===== config.mk =====
export PLATFORM = sky130hd
export DESIGN_NAME = tmoc_dev_flat
export DESIGN_NICKNAME = d
export VERILOG_FILES = /design/src/tmoc_pkg.sv /design/src/tmoc_if.sv /design/src/tmoc_dev.sv /design/src/flat_wrapper.sv
export SDC_FILE = /design/constraint.sdc
export NUM_CORES = 1
export LEC_CHECK = 0
export BUFFER_PORTS_ARGS = -buffer_cell sky130_fd_sc_hd__buf_2
export CORE_MARGIN = 10
export CORE_UTILIZATION = 25
export DETAILED_ROUTE_END_ITERATION = 8
export GPL_TIMING_DRIVEN = 0
export PLACE_DENSITY = 0.44
export SLEW_MARGIN = 20
export SYNTH_ARGS = -nofsm -noshare
export SYNTH_HDL_FRONTEND = slang
export SYNTH_SLANG_ARGS = --single-unit

===== constraint.sdc =====
create_clock -name aclk -period 4.8 [get_ports aclk]
set_input_delay 0.24 -clock aclk [delete_from_list [all_inputs] [get_ports aclk]]
set_output_delay 0.24 -clock aclk [all_outputs]
set_load 0.02 [all_outputs]

===== src/tmoc_pkg.sv =====
package tmoc_pkg;
    // Register indexes on the 8-bit register bus
    localparam logic [3:0] REG_CTRL_A  = 4'h0;
    localparam logic [3:0] REG_CTRL_B  = 4'h1;
    localparam logic [3:0] REG_CTRL_C  = 4'h2;
    localparam logic [3:0] REG_CNT_L   = 4'h3;
    localparam logic [3:0] REG_CNT_H   = 4'h4;
    localparam logic [3:0] REG_CMPA_L  = 4'h5;
    localparam logic [3:0] REG_CMPA_H  = 4'h6;
    localparam logic [3:0] REG_CMPB_L  = 4'h7;
    localparam logic [3:0] REG_CMPB_H  = 4'h8;
    localparam logic [3:0] REG_CAP_L   = 4'h9;
    localparam logic [3:0] REG_CAP_H   = 4'hA;
    localparam logic [3:0] REG_IRQ_MSK = 4'hB;
    localparam logic [3:0] REG_IRQ_FLG = 4'hC;
    localparam logic [3:0] REG_PIN_DIR = 4'hD;
    // Field positions
    localparam int ACT_A_LSB = 6;
    localparam int ACT_B_LSB = 4;
    localparam int WGM_LO_LSB = 0;
    localparam int WGM_HI_LSB = 2;
    localparam int RUN_BIT = 0;
    localparam int FORCE_A_BIT = 7;
    localparam int FORCE_B_BIT = 6;
    localparam int FLAG_A_BIT = 1;
    localparam int FLAG_B_BIT = 2;
    localparam int FLAG_CAP_BIT = 5;
    // Waveform modes
    localparam logic [3:0] WGM_NORMAL   = 4'h0;
    localparam logic [3:0] WGM_CTC_A    = 4'h4;
    localparam logic [3:0] WGM_CTC_CAP  = 4'hC;
    localparam logic [3:0] WGM_RESERVED = 4'hD;
    // Output actions
    localparam logic [1:0] ACT_NONE   = 2'h0;
    localparam logic [1:0] ACT_TOGGLE = 2'h1;
    localparam logic [1:0] ACT_CLEAR  = 2'h2;
    localparam logic [1:0] ACT_SET    = 2'h3;
    // Counter constants
    localparam logic [15:0] CNT_MAX   = 16'hFFFF;
    localparam logic [15:0] CNT_ZERO  = 16'h0000;
    localparam logic [15:0] TOP_8BIT  = 16'h00FF;
    localparam logic [15:0] TOP_9BIT  = 16'h01FF;
    localparam logic [15:0] TOP_10BIT = 16'h03FF;
    localparam logic [15:0] CNT_STEP  = 16'h0001;
    localparam logic [7:0]  BYTE_ZERO = 8'h00;
    // Host-side AXI
    localparam logic [1:0] AXI_OKAY = 2'h0;
    localparam int AXI_IDX_LSB = 2;
endpackage

===== src/tmoc_if.sv =====
`timescale 1ns/1ps
interface tmoc_if;
    logic [3:0] reg_addr;
    logic [7:0] reg_wdata;
    logic       reg_wr;
    logic       reg_rd;
    logic [7:0] reg_rdata;
    modport dev (input reg_addr, input reg_wdata, input reg_wr, input reg_rd, output reg_rdata);
    modport cpu (output reg_addr, output reg_wdata, output reg_wr, output reg_rd, input reg_rdata);
endinterface


===== src/tmoc_dev.sv =====
// The placing of the registers and the AXI4-Lite register port were left to the implementer.
`timescale 1ns/1ps
// What this block does
// - New capture overwrites unread captured count
// - Equal count and compare sets flag two cycles later
// - Flag with enable interrupts; ack (A, B only) or one clears
// - Output from match, mode, action, TOP, BOTTOM
// - Channel A compare can define counter TOP
// - PWM modes buffer compare, load at BOTTOM
// - CPU writes buffer in PWM, active otherwise
// - Compare only CPU-written; high read is direct
// - High byte latched; low write loads both
// - Force strobe acts like match in non-PWM modes, no flag
// - Count write blocks next timer cycle's matches
// - Count written at variable TOP runs to max
// - Output bit survives waveform mode changes
// - Output action unbuffered, takes effect next match
// - Reset clears compare output bits
// - Nonzero action overrides pin value; direction separate
// - Output action never affects capture
// - Action zero leaves output unchanged on match
// - Software swaps capture edge then clears flag
// - Software sets output bit before pin direction
// - Modes 4 and 12 clear on match; 0 normal
// - Modes 5,6,7,14,15 are fast PWM
module tmoc_dev
    import tmoc_pkg::*;
(
    // Clock and reset
    input  wire logic       aclk,
    input  wire logic       aresetn,
    // Register bus
    tmoc_if.dev             bus,
    // Capture and interrupt service
    input  wire logic       capture_event,
    input  wire logic       irq_ack_a,
    input  wire logic       irq_ack_b,
    output logic            irq,
    // Port pins for channels A and B
    input  wire logic [1:0] port_value,
    output logic [1:0]      pin_out,
    output logic [1:0]      pin_oe_n,
    output logic [1:0]      compare_output
);
    logic [1:0]  act_a, act_b;
    logic [3:0]  waveform_mode_sel;
    logic        run;
    logic [15:0] timer_count, capture_value;
    logic [15:0] cmp_a, cmp_b, buf_a, buf_b;
    logic [7:0]  temp;
    logic [7:0]  timer_irq_mask_reg;
    logic        flag_a, flag_b, capture_flag;
    logic        block;
    logic        match_a_q, match_b_q;
    logic [1:0]  pin_direction_bit;
    logic [15:0] top;
    logic        pwm, wrap, match_a, match_b, wr_cnt;

    function automatic logic is_pwm(input logic [3:0] m);
        return !(m == WGM_NORMAL || m == WGM_CTC_A || m == WGM_CTC_CAP || m == WGM_RESERVED);
    endfunction

    function automatic logic [15:0] top_of(input logic [3:0] m, input logic [15:0] a, input logic [15:0] c);
        unique case (m)
            4'h1, 4'h5:               return TOP_8BIT;
            4'h2, 4'h6:               return TOP_9BIT;
            4'h3, 4'h7:               return TOP_10BIT;
            4'h4, 4'h9, 4'hB, 4'hF:   return a;
            4'h8, 4'hA, 4'hC, 4'hE:   return c;
            default:                  return CNT_MAX;
        endcase
    endfunction

    // Output bit on a match or force
    function automatic logic on_match(input logic [1:0] act, input logic oc, input logic p);
        if (p) begin
            return (act == ACT_CLEAR) ? 1'b0 : (act == ACT_SET) ? 1'b1 : oc;
        end
        unique case (act)
            ACT_TOGGLE: return ~oc;
            ACT_CLEAR:  return 1'b0;
            ACT_SET:    return 1'b1;
            default:    return oc;
        endcase
    endfunction

    // Output bit at BOTTOM in PWM
    function automatic logic at_bottom(input logic [1:0] act, input logic oc);
        return (act == ACT_CLEAR) ? 1'b1 : (act == ACT_SET) ? 1'b0 : oc;
    endfunction

    function automatic logic wr_at(input logic [3:0] a);
        return bus.reg_wr && bus.reg_addr == a;
    endfunction

    assign pwm     = is_pwm(waveform_mode_sel);
    assign top     = top_of(waveform_mode_sel, cmp_a, capture_value);
    assign wr_cnt  = wr_at(REG_CNT_L);
    assign match_a = run && !block && timer_count == cmp_a;
    assign match_b = run && !block && timer_count == cmp_b;
    assign wrap    = run && (timer_count == CNT_MAX || (!block && timer_count == top));

    // Control registers
    always_ff @(posedge aclk) begin
        if (!aresetn) begin
            act_a <= ACT_NONE;
            act_b <= ACT_NONE;
            waveform_mode_sel <= WGM_NORMAL;
            run <= 1'b0;
            timer_irq_mask_reg <= BYTE_ZERO;
            pin_direction_bit <= 2'h0;
        end else begin
            if (wr_at(REG_CTRL_A)) begin
                act_a <= bus.reg_wdata[ACT_A_LSB +: 2];
                act_b <= bus.reg_wdata[ACT_B_LSB +: 2];
                waveform_mode_sel[1:0] <= bus.reg_wdata[WGM_LO_LSB +: 2];
            end
            if (wr_at(REG_CTRL_B)) begin
                waveform_mode_sel[3:2] <= bus.reg_wdata[WGM_HI_LSB +: 2];
                run <= bus.reg_wdata[RUN_BIT];
            end
            if (wr_at(REG_IRQ_MSK)) begin
                timer_irq_mask_reg <= bus.reg_wdata;
            end
            if (wr_at(REG_PIN_DIR)) begin
                pin_direction_bit <= bus.reg_wdata[1:0];
            end
        end
    end

    // Shared high-byte latch
    always_ff @(posedge aclk) begin
        if (!aresetn) begin
            temp <= BYTE_ZERO;
        end else if (bus.reg_wr && (bus.reg_addr == REG_CNT_H || bus.reg_addr == REG_CMPA_H ||
                     bus.reg_addr == REG_CMPB_H || bus.reg_addr == REG_CAP_H)) begin
            temp <= bus.reg_wdata;
        end else if (bus.reg_rd && bus.reg_addr == REG_CNT_L) begin
            temp <= timer_count[15:8];
        end else if (bus.reg_rd && bus.reg_addr == REG_CAP_L) begin
            temp <= capture_value[15:8];
        end
    end

    // Counter and match blocking
    always_ff @(posedge aclk) begin
        if (!aresetn) begin
            timer_count <= CNT_ZERO;
            block <= 1'b0;
        end else begin
            if (wr_cnt) begin
                timer_count <= {temp, bus.reg_wdata};
                block <= 1'b1;
            end else if (run) begin
                timer_count <= wrap ? CNT_ZERO : timer_count + CNT_STEP;
                block <= 1'b0;
            end
        end
    end

    // Compare values, buffers and capture
    always_ff @(posedge aclk) begin
        if (!aresetn) begin
            cmp_a <= CNT_ZERO;
            cmp_b <= CNT_ZERO;
            buf_a <= CNT_ZERO;
            buf_b <= CNT_ZERO;
            capture_value <= CNT_ZERO;
        end else begin
            if (wr_at(REG_CMPA_L)) begin
                buf_a <= {temp, bus.reg_wdata};
            end
            if (wr_at(REG_CMPB_L)) begin
                buf_b <= {temp, bus.reg_wdata};
            end
            if (!pwm) begin
                if (wr_at(REG_CMPA_L)) begin
                    cmp_a <= {temp, bus.reg_wdata};
                end
                if (wr_at(REG_CMPB_L)) begin
                    cmp_b <= {temp, bus.reg_wdata};
                end
            end else if (wrap && !wr_cnt) begin
                cmp_a <= buf_a;
                cmp_b <= buf_b;
            end
            if (capture_event && waveform_mode_sel != WGM_CTC_CAP) begin
                capture_value <= timer_count;
            end else if (wr_at(REG_CAP_L) && top == capture_value) begin
                capture_value <= {temp, bus.reg_wdata};
            end
        end
    end

    // Flags, set wins over clear
    always_ff @(posedge aclk) begin
        if (!aresetn) begin
            match_a_q <= 1'b0;
            match_b_q <= 1'b0;
            flag_a <= 1'b0;
            flag_b <= 1'b0;
            capture_flag <= 1'b0;
        end else begin
            match_a_q <= match_a;
            match_b_q <= match_b;
            flag_a <= match_a_q || (flag_a && !irq_ack_a &&
                      !(wr_at(REG_IRQ_FLG) && bus.reg_wdata[FLAG_A_BIT]));
            flag_b <= match_b_q || (flag_b && !irq_ack_b &&
                      !(wr_at(REG_IRQ_FLG) && bus.reg_wdata[FLAG_B_BIT]));
            capture_flag <= (capture_event && waveform_mode_sel != WGM_CTC_CAP) || (capture_flag &&
                            !(wr_at(REG_IRQ_FLG) && bus.reg_wdata[FLAG_CAP_BIT]));
        end
    end

    // Waveform generator
    always_ff @(posedge aclk) begin
        if (!aresetn) begin
            compare_output <= 2'h0;
        end else begin
            if (!pwm && wr_at(REG_CTRL_C) && bus.reg_wdata[FORCE_A_BIT]) begin
                compare_output[0] <= on_match(act_a, compare_output[0], 1'b0);
            end else if (match_a) begin
                compare_output[0] <= on_match(act_a, compare_output[0], pwm);
            end else if (pwm && wrap) begin
                compare_output[0] <= at_bottom(act_a, compare_output[0]);
            end
            if (!pwm && wr_at(REG_CTRL_C) && bus.reg_wdata[FORCE_B_BIT]) begin
                compare_output[1] <= on_match(act_b, compare_output[1], 1'b0);
            end else if (match_b) begin
                compare_output[1] <= on_match(act_b, compare_output[1], pwm);
            end else if (pwm && wrap) begin
                compare_output[1] <= at_bottom(act_b, compare_output[1]);
            end
        end
    end

    // Pins, interrupt and read data
    always_ff @(posedge aclk) begin
        if (!aresetn) begin
            pin_out <= 2'h0;
            pin_oe_n <= 2'h3;
            irq <= 1'b0;
            bus.reg_rdata <= BYTE_ZERO;
        end else begin
            pin_out[0] <= (act_a != ACT_NONE) ? compare_output[0] : port_value[0];
            pin_out[1] <= (act_b != ACT_NONE) ? compare_output[1] : port_value[1];
            pin_oe_n <= ~pin_direction_bit;
            irq <= (flag_a && timer_irq_mask_reg[FLAG_A_BIT]) ||
                   (flag_b && timer_irq_mask_reg[FLAG_B_BIT]) ||
                   (capture_flag && timer_irq_mask_reg[FLAG_CAP_BIT]);
            if (bus.reg_rd) begin
                unique case (bus.reg_addr)
                    REG_CTRL_A:  bus.reg_rdata <= {act_a, act_b, 2'h0, waveform_mode_sel[1:0]};
                    REG_CTRL_B:  bus.reg_rdata <= {4'h0, waveform_mode_sel[3:2], 1'b0, run};
                    REG_CNT_L:   bus.reg_rdata <= timer_count[7:0];
                    REG_CNT_H:   bus.reg_rdata <= temp;
                    REG_CMPA_L:  bus.reg_rdata <= pwm ? buf_a[7:0] : cmp_a[7:0];
                    REG_CMPA_H:  bus.reg_rdata <= pwm ? buf_a[15:8] : cmp_a[15:8];
                    REG_CMPB_L:  bus.reg_rdata <= pwm ? buf_b[7:0] : cmp_b[7:0];
                    REG_CMPB_H:  bus.reg_rdata <= pwm ? buf_b[15:8] : cmp_b[15:8];
                    REG_CAP_L:   bus.reg_rdata <= capture_value[7:0];
                    REG_CAP_H:   bus.reg_rdata <= temp;
                    REG_IRQ_MSK: bus.reg_rdata <= timer_irq_mask_reg;
                    REG_IRQ_FLG: bus.reg_rdata <= {2'h0, capture_flag, 2'h0, flag_b, flag_a, 1'b0};
                    REG_PIN_DIR: bus.reg_rdata <= {6'h0, pin_direction_bit};
                    default:     bus.reg_rdata <= BYTE_ZERO;
                endcase
            end
        end
    end
endmodule


===== src/flat_wrapper.sv =====
// flat-port wrapper written by rule: the top's interface ports become plain ports
module tmoc_dev_flat import tmoc_pkg::*;
  (aclk, aresetn, capture_event, irq_ack_a, irq_ack_b, irq, port_value, pin_out, pin_oe_n, compare_output, bus_reg_addr, bus_reg_wdata, bus_reg_wr, bus_reg_rd, bus_reg_rdata);
  tmoc_if bus_i ();
  input  wire logic aclk;
  input  wire logic aresetn;
  input  wire logic capture_event;
  input  wire logic irq_ack_a;
  input  wire logic irq_ack_b;
  output logic irq;
  input  wire logic [1:0] port_value;
  output logic [1:0] pin_out;
  output logic [1:0] pin_oe_n;
  output logic [1:0] compare_output;
  input wire logic [$bits(bus_i.reg_addr)-1:0] bus_reg_addr;
  input wire logic [$bits(bus_i.reg_wdata)-1:0] bus_reg_wdata;
  input wire logic [$bits(bus_i.reg_wr)-1:0] bus_reg_wr;
  input wire logic [$bits(bus_i.reg_rd)-1:0] bus_reg_rd;
  output wire logic [$bits(bus_i.reg_rdata)-1:0] bus_reg_rdata;
  assign bus_i.reg_addr = bus_reg_addr;
  assign bus_i.reg_wdata = bus_reg_wdata;
  assign bus_i.reg_wr = bus_reg_wr;
  assign bus_i.reg_rd = bus_reg_rd;
  assign bus_reg_rdata = bus_i.reg_rdata;
  tmoc_dev u_core (.aclk(aclk), .aresetn(aresetn), .bus(bus_i), .capture_event(capture_event), .irq_ack_a(irq_ack_a), .irq_ack_b(irq_ack_b), .irq(irq), .port_value(port_value), .pin_out(pin_out), .pin_oe_n(pin_oe_n), .compare_output(compare_output));
endmodule

==> results.py, run 1 <==
metrics = {
    "timing": {
        "drv_slew": 0,
        "setup_viol": 0,
        "period_needed_ns": 3.93,
        "tns_ns": 0,
        "hold_slack_ns": 0.0211,
        "worst_slack_ns": 0.874,
        "fin_skew_ns": 0.0157,
        "max_slew.worst_pin.slew_ns": 0.995,
        "fmax_ghz": 0.255,
        "hold_viol_final": 0,
        "grt_setup_unrepaired": "no",
        "finalCritPeriodShare": 0.818,
        "relSlewSlack": 0.337,
    },
    "placed_design": {
        "place_congestion": 0.963,
        "placedCellCount": 1765,
        "dp_hpwl_um": 33000,
        "dp_slack_ns": 0.987,
        "port_buffers": 22,
    },
    "route": {
        "wire_per_inst_um": 24.9,
        "ant_nets": 0,
        "drc": 0,
        "dr.first_iter.drc_count": 1379,
        "via_count": 9915,
        "vias_per_cell": 5.52,
        "first_pass_iters": 6,
        "wirelength_um": 44800,
    },
    "clock_tree": {
        "cts_root_buffer": "clkbuf_16",
        "clock_path_buffers": 2,
        "holdBufCountCts": 0,
        "ctsResizeCount": 0,
        "clk_pin_slew_ns": 0.07,
        "cts_setup_buffers": 0,
        "cts_num_sinks": 144,
        "h-tree-depth": 4,
        "cts_buffers": 17,
        "insertion_delay_ns": 0.45,
        "tritoncts": "yes",
    },
    "critical_path": {
        "r2r_cells": 12,
        "critPathLaunchType": "flip-flop",
        "rrSetupSlack_ns": 0.87,
        "r2r-end": "u_core.bus.reg_rdata[5]",
        "path_max_fanout": 10,
        "worst-endpoint-arrival_ns": 4.29,
        "crit_start": "u_core.waveform_mode_sel[3]",
        "end_kind": "flip-flop",
        "critPathRequiredTime_ns": 5.17,
        "r2r-start": "u_core.waveform_mode_sel[3]",
        "path_class": "reg2reg",
        "worstSetupEndpoint": "u_core.bus.reg_rdata[5]",
    },
    "yosys": {
        "synth_area_mm2": 0.00920,
        "synth_top_area_frac": 0.313,
        "ys_types": 74,
        "yosys_register_bits": 144,
        "synth_top_cell_by_area": "dfxtp_1",
        "async_flop_share": 0,
        "synth_ff_type": "dfxtp_1",
        "synthCells": 1275,
        "synth_edf_count": 0,
        "synthTopCellsByArea": "dfxtp_1 (31%), nand2_1 (12%), mux2i_1 (8.1%)",
        "yosys_warnings": 0,
        "syn_area_per_cell_um2": 7.21,
        "yosysSeqAreaShare": 0.313,
        "synth_nets": 1297,
    },
    "final_layout": {
        "layout.cells.non_filler": 1797,
        "nFillCells": 4058,
        "syn2layout_area_growth_pct": 13.9,
        "diodes": 0,
        "drive_above_1_share": 0.0715,
        "utilization": 0.288,
        "finalNetCount": 1338,
    },
    "floorplan": {
        "io-pin-count": 36,
        "rows": 70,
        "fp.dieH_um": 212,
        "initial_core_util": 0.252,
        "die_area_mm2": 0.0449,
        "core_mm2": 0.0364,
        "die_w_um": 212,
    },
    "job": {
        "cap_violations": 0,
    },
    "power": {
        "p_leak_nw": 3.96,
        "ir_drop_uv": 234,
        "powerDensity_mw_per_mm2": 284,
    },
    "global_route": {
        "grt.total_usage": 0.199,
        "grt_start_max_net_pins": 17,
        "grt_antenna_before_repair": 0,
        "grt_pass1_wl_um": 66000,
        "overflow": 0,
        "grt_pass1_vias": 9564,
    },
    "outcome": {
        "status": "complete, no violations",
    },
    "hold_path": {
        "hold_class": "in2reg",
    },
}
layout make-up:
cell class	instances	area, um^2	area share
Buffer	112	522	0.0498
Clock buffer	18	429	0.0410
Clock inverter	14	155	0.0148
Inverter	29	109	0.0104
Multi-Input combinational cell	990	5690	0.543
Sequential cell	144	2880	0.275
Tap cell	468	586	0.0559
Timing Repair Buffer	22	110	0.0105
report_power, final:
| part | total (mW) | switching [mW] | internal (mW) | leakage (nW) |
|---|---|---|---|---|
| Sequential | 1.26 | 0.0462 | 1.22 | 1.17 |
| Combinational | 0.324 | 0.233 | 0.0909 | 2.52 |
| Clock | 1.39 | 0.612 | 0.774 | 0.276 |
| Total | 2.97 | 0.891 | 2.08 | 3.96 |
cell families (layout without fill, tap and decap cells):
| kind of cell | Yosys count | count (layout) | synth area share |
|---|---|---|---|
| and+or+nand+nor | 529 | 529 | 0.266 |
| AOI/OAI and AO/OA | 344 | 344 | 0.230 |
| DFF | 144 | 144 | 0.313 |
| buffers and inverters | 141 | 195 | 0.0686 |
| muxes | 74 | 74 | 0.0805 |
| xor gates and xnor gates | 42 | 42 | 0.0400 |
| adders and majority gates | 1 | 1 | 0.00136 |
synth_stat cells, types with 16 or more instances:
master	n
a31oi_1	16
a211oi_1	23
inv_1	26
o21ai_0	69
dfxtp_1	144
nand2b_1	22
nor3_1	19
o22ai_1	21
a21oi_1	120
mux2i_1	74
nand2_1	285
nor2_1	74
nor4_1	16
clkbuf_1	81
xor2_1	28
nand3_1	24
routing by layer:
| metal | part of all wire | wire length, um | up-vias | global-route usage |
|---|---|---|---|---|
| met5 | 0 | 0 | - | 0 |
| met4 | 0.043 | 1940 | 0 | 0.0952 |
| met3 | 0.070 | 3140 | 110 | 0.0349 |
| met2 | 0.44 | 19900 | 445 | 0.309 |
| met1 | 0.44 | 19800 | 4789 | 0.261 |
| li1 | - | - | 4571 | - |
layout by cell type, fill, tap and decap left out, types with 13 or more instances in the layout:
cell	count
buf_2	36
inv_1	26
dfxtp_1	144
nand2_1	285
nand2b_1	22
a31oi_1	16
a211oi_1	23
nand3_1	24
nor4_1	16
nor2_1	74
clkbuf_16	17
xor2_1	28
nor3_1	19
a21oi_1	120
xnor2_1	14
o21ai_0	69
o22ai_1	21
nor2b_1	13
mux2i_1	74
clkbuf_1	82
worst min path at each step:
stage,slack [ns],cells past startpoint,from,end
floorplan,0.37,1,u_core.pin_direction_bit[0],u_core.pin_oe_n[0]
global route,0.02,3,port_value[0],u_core.pin_out[0]
global placement,0.39,1,u_core.pin_direction_bit[1],u_core.pin_oe_n[1]
finish,0.02,3,port_value[0],u_core.pin_out[0]
detailed placement,0.39,1,u_core.pin_direction_bit[1],u_core.pin_oe_n[1]
CTS,0.01,3,port_value[0],u_core.pin_out[0]
per-stage QoR:
step	area (um^2)	total power, mW
6_report	10500	2.97
5_1_grt	10500	3.07
4_1_cts	10500	2.98
3_5_place_dp	9890	1.60
3_3_place_gp	9890	1.60
2_1_floorplan	9200	1.46
critical path, stage by stage (launching register included):
cell and delay [ns]:
dfxtp_1 0.52, buf_2 0.30, buf_2 0.26, buf_2 0.31
or2_2 0.18, nand2_1 0.05, nand2_1 0.44, clkbuf_1 0.50
clkbuf_1 0.50, nand2_1 0.16, a21oi_1 0.30, o41ai_1 0.16
a21oi_1 0.15
(Power assumes the default switching activity.)
==> inputs of run 2 (changes only) <==
- PLACE_DENSITY: 0.44 -> 0.45
- clock period: 4.8 -> 3.3 ns (I/O delays scaled with it)
==> results.py, run 2 (synthesis gave the netlist of run 1 again) <==
metrics = {
    "outcome": {
        "status": "complete, no violations",
    },
    "timing": {
        "period_needed_ns": 3.25,
        "tns_ns": 0,
        "setup_viol": 0,
        "max_slew.worst_pin.slew_ns": 0.953,
        "fmax_ghz": 0.308,
        "grt_setup_unrepaired": "yes",
        "relSlewSlack": 0.365,
        "worst_slack_ns": 0.0509,
        "fin_skew_ns": 0.0122,
        "hold_viol_final": 0,
        "finalCritPeriodShare": 0.985,
        "drv_slew": 0,
    },
    "power": {
        "clockPowerShare": 0.468,
        "p_leak_nw": 4.04,
        "p_seq_frac": 0.424,
        "report.power.total_mw": 4.35,
        "internal_power_mw": 3.11,
        "powerDensity_mw_per_mm2": 410,
        "p_sw_mw": 1.23,
        "power_frac_comb": 0.108,
        "swShare": 0.284,
        "ir_drop_uv": 350,
    },
    "global_route": {
        "grt_start_max_net_pins": 17,
        "grt_pass1_vias": 9350,
        "grt_pass1_wl_um": 64500,
        "overflow": 0,
        "grt_antenna_before_repair": 0,
        "grt.total_usage": 0.195,
    },
    "final_layout": {
        "drive_above_1_share": 0.0908,
        "nFillCells": 4079,
        "multi_input_area_mm2": 0.00579,
        "layout_common_cells": "nand2_1 (284), dfxtp_1 (139), a21oi_1 (119), nor2_1 (74), mux2i_1 (74)",
        "finalNetCount": 1332,
        "syn2layout_area_growth_pct": 15.2,
        "regArea_mm2": 0.00289,
        "layout_commonest_cell": "nand2_1",
        "diodes": 0,
    },
    "clock_tree": {
        "cts_buffers": 17,
        "cts_root_buffer": "clkbuf_16",
        "clk_pin_slew_ns": 0.06,
        "tritoncts": "yes",
        "h-tree-depth": 4,
        "insertion_delay_ns": 0.45,
        "clock_path_buffers": 2,
        "cts_num_sinks": 144,
    },
    "critical_path": {
        "worst-endpoint-arrival_ns": 3.57,
        "path_max_fanout": 10,
        "critPathLaunchType": "flip-flop",
        "end_kind": "flip-flop",
        "path_class": "reg2reg",
        "critPathRequiredTime_ns": 3.62,
    },
    "floorplan": {
        "io-pin-count": 36,
        "core_mm2": 0.0364,
        "die_area_mm2": 0.0449,
        "initial_core_util": 0.252,
        "fp.dieH_um": 212,
        "rows": 70,
        "die_w_um": 212,
    },
    "route": {
        "vias_per_cell": 5.52,
        "drc": 0,
        "via_count": 9869,
        "first_pass_iters": 6,
        "ant_nets": 0,
        "wirelength_um": 44600,
        "wire_per_inst_um": 24.9,
        "dr.first_iter.drc_count": 982,
    },
    "hold_path": {
        "hold_class": "in2reg",
    },
    "placed_design": {
        "place_congestion": 0.989,
        "port_buffers": 22,
        "dp_hpwl_um": 33100,
        "dp_slack_ns": -0.626,
    },
    "job": {
        "cap_violations": 0,
    },
}
[run 2: power groups by stage]
stage / Sequential, mW / Clock (mW) / Combinational [mW]
3_5_place_dp: 1.87 / 0 / 0.455
3_3_place_gp: 1.87 / 0 / 0.455
6_report: 1.84 / 2.03 / 0.471
2_1_floorplan: 1.84 / 0 / 0.288
4_1_cts: 1.84 / 2.05 / 0.459
5_1_grt: 1.84 / 2.12 / 0.503
[run 2: final cells by class]
class                   count  area share
clock buffers              21      0.0425
inverters                  29      0.0103
multi-input cells         990       0.546
flip-flops and latches    144       0.273
repair buffers             24      0.0123
plain buffers             104      0.0485
well taps                 468      0.0552
clock inverters             9      0.0127
[run 2: per-layer routing]
metal,routed length (um),part of all wire,track usage
met5,0,0,0
met4,1480,0.033,0.0759
met3,3150,0.071,0.0334
met2,20000,0.45,0.309
met1,19900,0.45,0.259
[run 2: what timing repair did]
action | CTS | global route
hold buffers | 2 | 0
gates resized for setup | 16 | 30
setup endpoints to repair | 33 | 66
gates cloned | 0 | 0
setup buffers | 0 | 0
hold endpoints to repair | 2 | 0
pin swaps | 0 | 3
[run 2: worst max-delay path, stage by stage, from the launching register on]
cell     delay, ns
dfxtp_1       0.80
and3_1        0.31
nand3_1       0.13
nor2_1        0.38
nand3_1       0.38
o21a_2        0.32
o32a_1        0.35
buf_6         0.17
buf_6         0.16
mux2i_1       0.12
[run 2: path summary, 6_finish.rpt]
check / from / to / slack, ns / cells after the start
worst max-delay path: u_core.timer_count[7] / u_core.cmp_a[7] / 0.05 / 9
worst min-delay path: irq_ack_a / u_core.flag_a / 0.04 / 4
worst max register to register: u_core.timer_count[7] / u_core.cmp_a[7] / 0.05 / 9
worst min register to register: u_core.pin_direction_bit[1] / u_core.pin_oe_n[1] / 0.42 / 1
[run 2: through the flow]
stage | instances | util | instance area [um^2] | hold WS (ns)
global placement | 1765 | 0.272 | 9890 | 0.398
floorplan | 1275 | - | 9200 | 0.301
finish | 1789 | 0.291 | 10600 | 0.0380
detailed placement | 1765 | 0.272 | 9890 | 0.399
CTS | 1794 | 0.290 | 10600 | 0.0334
global route | 1789 | 0.291 | 10600 | 0.0689
==> inputs of run 3 (changes only) <==
- CORE_UTILIZATION: 25 -> 57
- PLACE_DENSITY: 0.45 -> 0.82
==> results.py, run 3 (synthesis gave the netlist of run 1 again) <==
metrics = {
    "final_layout": {
        "nFillCells": 1495,
        "drive_above_1_share": 0.0867,
        "utilization": 0.648,
        "layout_commonest_cell": "nand2_1",
        "finalNetCount": 1336,
        "layout_common_cells": "nand2_1 (283), dfxtp_1 (141), a21oi_1 (119), clkbuf_1 (75)",
        "diodes": 0,
        "syn2layout_area_growth_pct": 11.5,
    },
    "power": {
        "powerDensity_mw_per_mm2": 413,
        "p_leak_nw": 4.02,
        "ir_drop_uv": 413,
    },
    "critical_path": {
        "critPathLaunchType": "flip-flop",
        "worst-endpoint-arrival_ns": 3.63,
        "critPathRequiredTime_ns": 3.63,
        "path_max_fanout": 10,
        "path_class": "reg2reg",
        "end_kind": "flip-flop",
    },
    "route": {
        "dr.first_iter.drc_count": 1597,
        "wirelength_um": 39700,
        "drc": 0,
        "via_count": 10400,
        "wire_per_inst_um": 25.7,
        "first_pass_iters": 9,
        "ant_nets": 0,
        "vias_per_cell": 6.71,
    },
    "global_route": {
        "grt.total_usage": 0.355,
        "overflow": 0,
        "grt_antenna_before_repair": 0,
        "grt_pass1_wl_um": 59100,
        "grt_pass1_vias": 9475,
        "grt_start_max_net_pins": 20,
    },
    "clock_tree": {
        "clk_pin_slew_ns": 0.07,
        "cts_root_buffer": "clkbuf_16",
        "insertion_delay_ns": 0.44,
        "cts_buffers": 17,
        "tritoncts": "yes",
        "clock_path_buffers": 2,
        "cts_num_sinks": 144,
        "h-tree-depth": 4,
    },
    "placed_design": {
        "dp_slack_ns": -0.310,
        "place_congestion": 1.06,
        "port_buffers": 22,
        "dp_hpwl_um": 28600,
    },
    "timing": {
        "fmax_ghz": 0.303,
        "setup_viol": 1,
        "worst_slack_ns": -0.00144,
        "relSlewSlack": 0.328,
        "max_slew.worst_pin.slew_ns": 1.01,
        "hold_slack_ns": 0.0403,
        "fin_skew_ns": 0.0128,
        "hold_viol_final": 0,
        "finalCritPeriodShare": 1.00,
        "period_needed_ns": 3.30,
        "grt_setup_unrepaired": "yes",
        "tns_ns": -0.00144,
        "drv_slew": 0,
    },
    "floorplan": {
        "io-pin-count": 36,
        "initial_core_util": 0.581,
        "core_mm2": 0.0158,
        "die_w_um": 147,
        "fp.dieH_um": 147,
        "rows": 46,
        "die_area_mm2": 0.0216,
    },
    "hold_path": {
        "hold_class": "in2reg",
    },
    "outcome": {
        "violations": "setup timing",
        "status": "finished with violations",
    },
    "job": {
        "cap_violations": 0,
    },
}
==> run 3: cell count changes in the layout (fill, tap and decap cells not counted), moves of 2 or more <==
cell       before  now
clkbuf_1       69   75
o41ai_2         6    3
o41ai_1         0    3
dfxtp_2         5    3
clkbuf_2        7    4
dfxtp_1       139  141
inv_6           1    4
bufinv_16       3    0
inv_8           0    4
==> run 3: worst max-delay path, cell delays in order, from the launching register on <==
cell	delay [ns]
dfxtp_1	0.31
clkbuf_1	0.59
nand2b_1	0.26
o221ai_1	0.20
and3_1	0.26
a2111oi_0	0.32
nand4_1	0.16
or2_1	0.35
a31o_1	0.25
buf_4	0.17
buf_6	0.17
mux2i_1	0.13
==> run 3: routing by layer <==
| metal | vias to the layer above | track usage | share of wire |
|---|---|---|---|
| met5 | - | 0 | 0 |
| met4 | 0 | 0.178 | 0.056 |
| met3 | 160 | 0.114 | 0.15 |
| met2 | 858 | 0.504 | 0.40 |
| met1 | 4775 | 0.472 | 0.39 |
| li1 | 4567 | - | - |
==> run 3: area by class of cell <==
type	instances	area (um^2)	share of cell area
inverter	29	109	0.0106
clock inverter	13	118	0.0115
tap	216	270	0.0263
multi-input combinational	990	5770	0.562
timing repair buffer	24	130	0.0127
clock buffer	19	453	0.0442
buffer	108	522	0.0509
sequential	144	2890	0.281
==> run 3: report_power, final <==
part           switching [mW]  internal [mW]
combinational           0.332          0.136
sequential             0.0647           1.77
clock                   0.903           1.03
==> run 3: worst paths after layout <==
| kind | cells after the start | from | slack, ns | endpoint |
|---|---|---|---|---|
| worst max-delay path | 11 | u_core.cmp_a[12] | -0.001 | u_core.cmp_b[13] |
| worst min-delay path | 4 | irq_ack_a | 0.04 | u_core.flag_a |
| worst max register to register | 11 | u_core.cmp_a[12] | -0.001 | u_core.cmp_b[13] |
| worst min register to register | 1 | u_core.pin_direction_bit[1] | 0.42 | u_core.pin_oe_n[1] |
==> run 3: stage by stage <==
| stage | std cells | area, um^2 | power, mW |
|---|---|---|---|
| finish | 1543 | 10300 | 4.24 |
| global route | 1543 | 10300 | 4.31 |
| global placement | 1513 | 9580 | 2.30 |
| detailed placement | 1513 | 9580 | 2.30 |
| floorplan | 1275 | 9200 | 2.13 |
| CTS | 1546 | 10200 | 4.17 |
==> run 3: what timing repair did <==
| item | CTS | global route |
|---|---|---|
| gates resized for setup | 7 | 25 |
| setup endpoints to repair | 30 | 49 |
| cloned | 0 | 0 |
| buffers inserted | 0 | 0 |
| hold buffers | 2 | 0 |
| endpoints found under the hold margin | 2 | 0 |
| pin swaps | 0 | 2 |
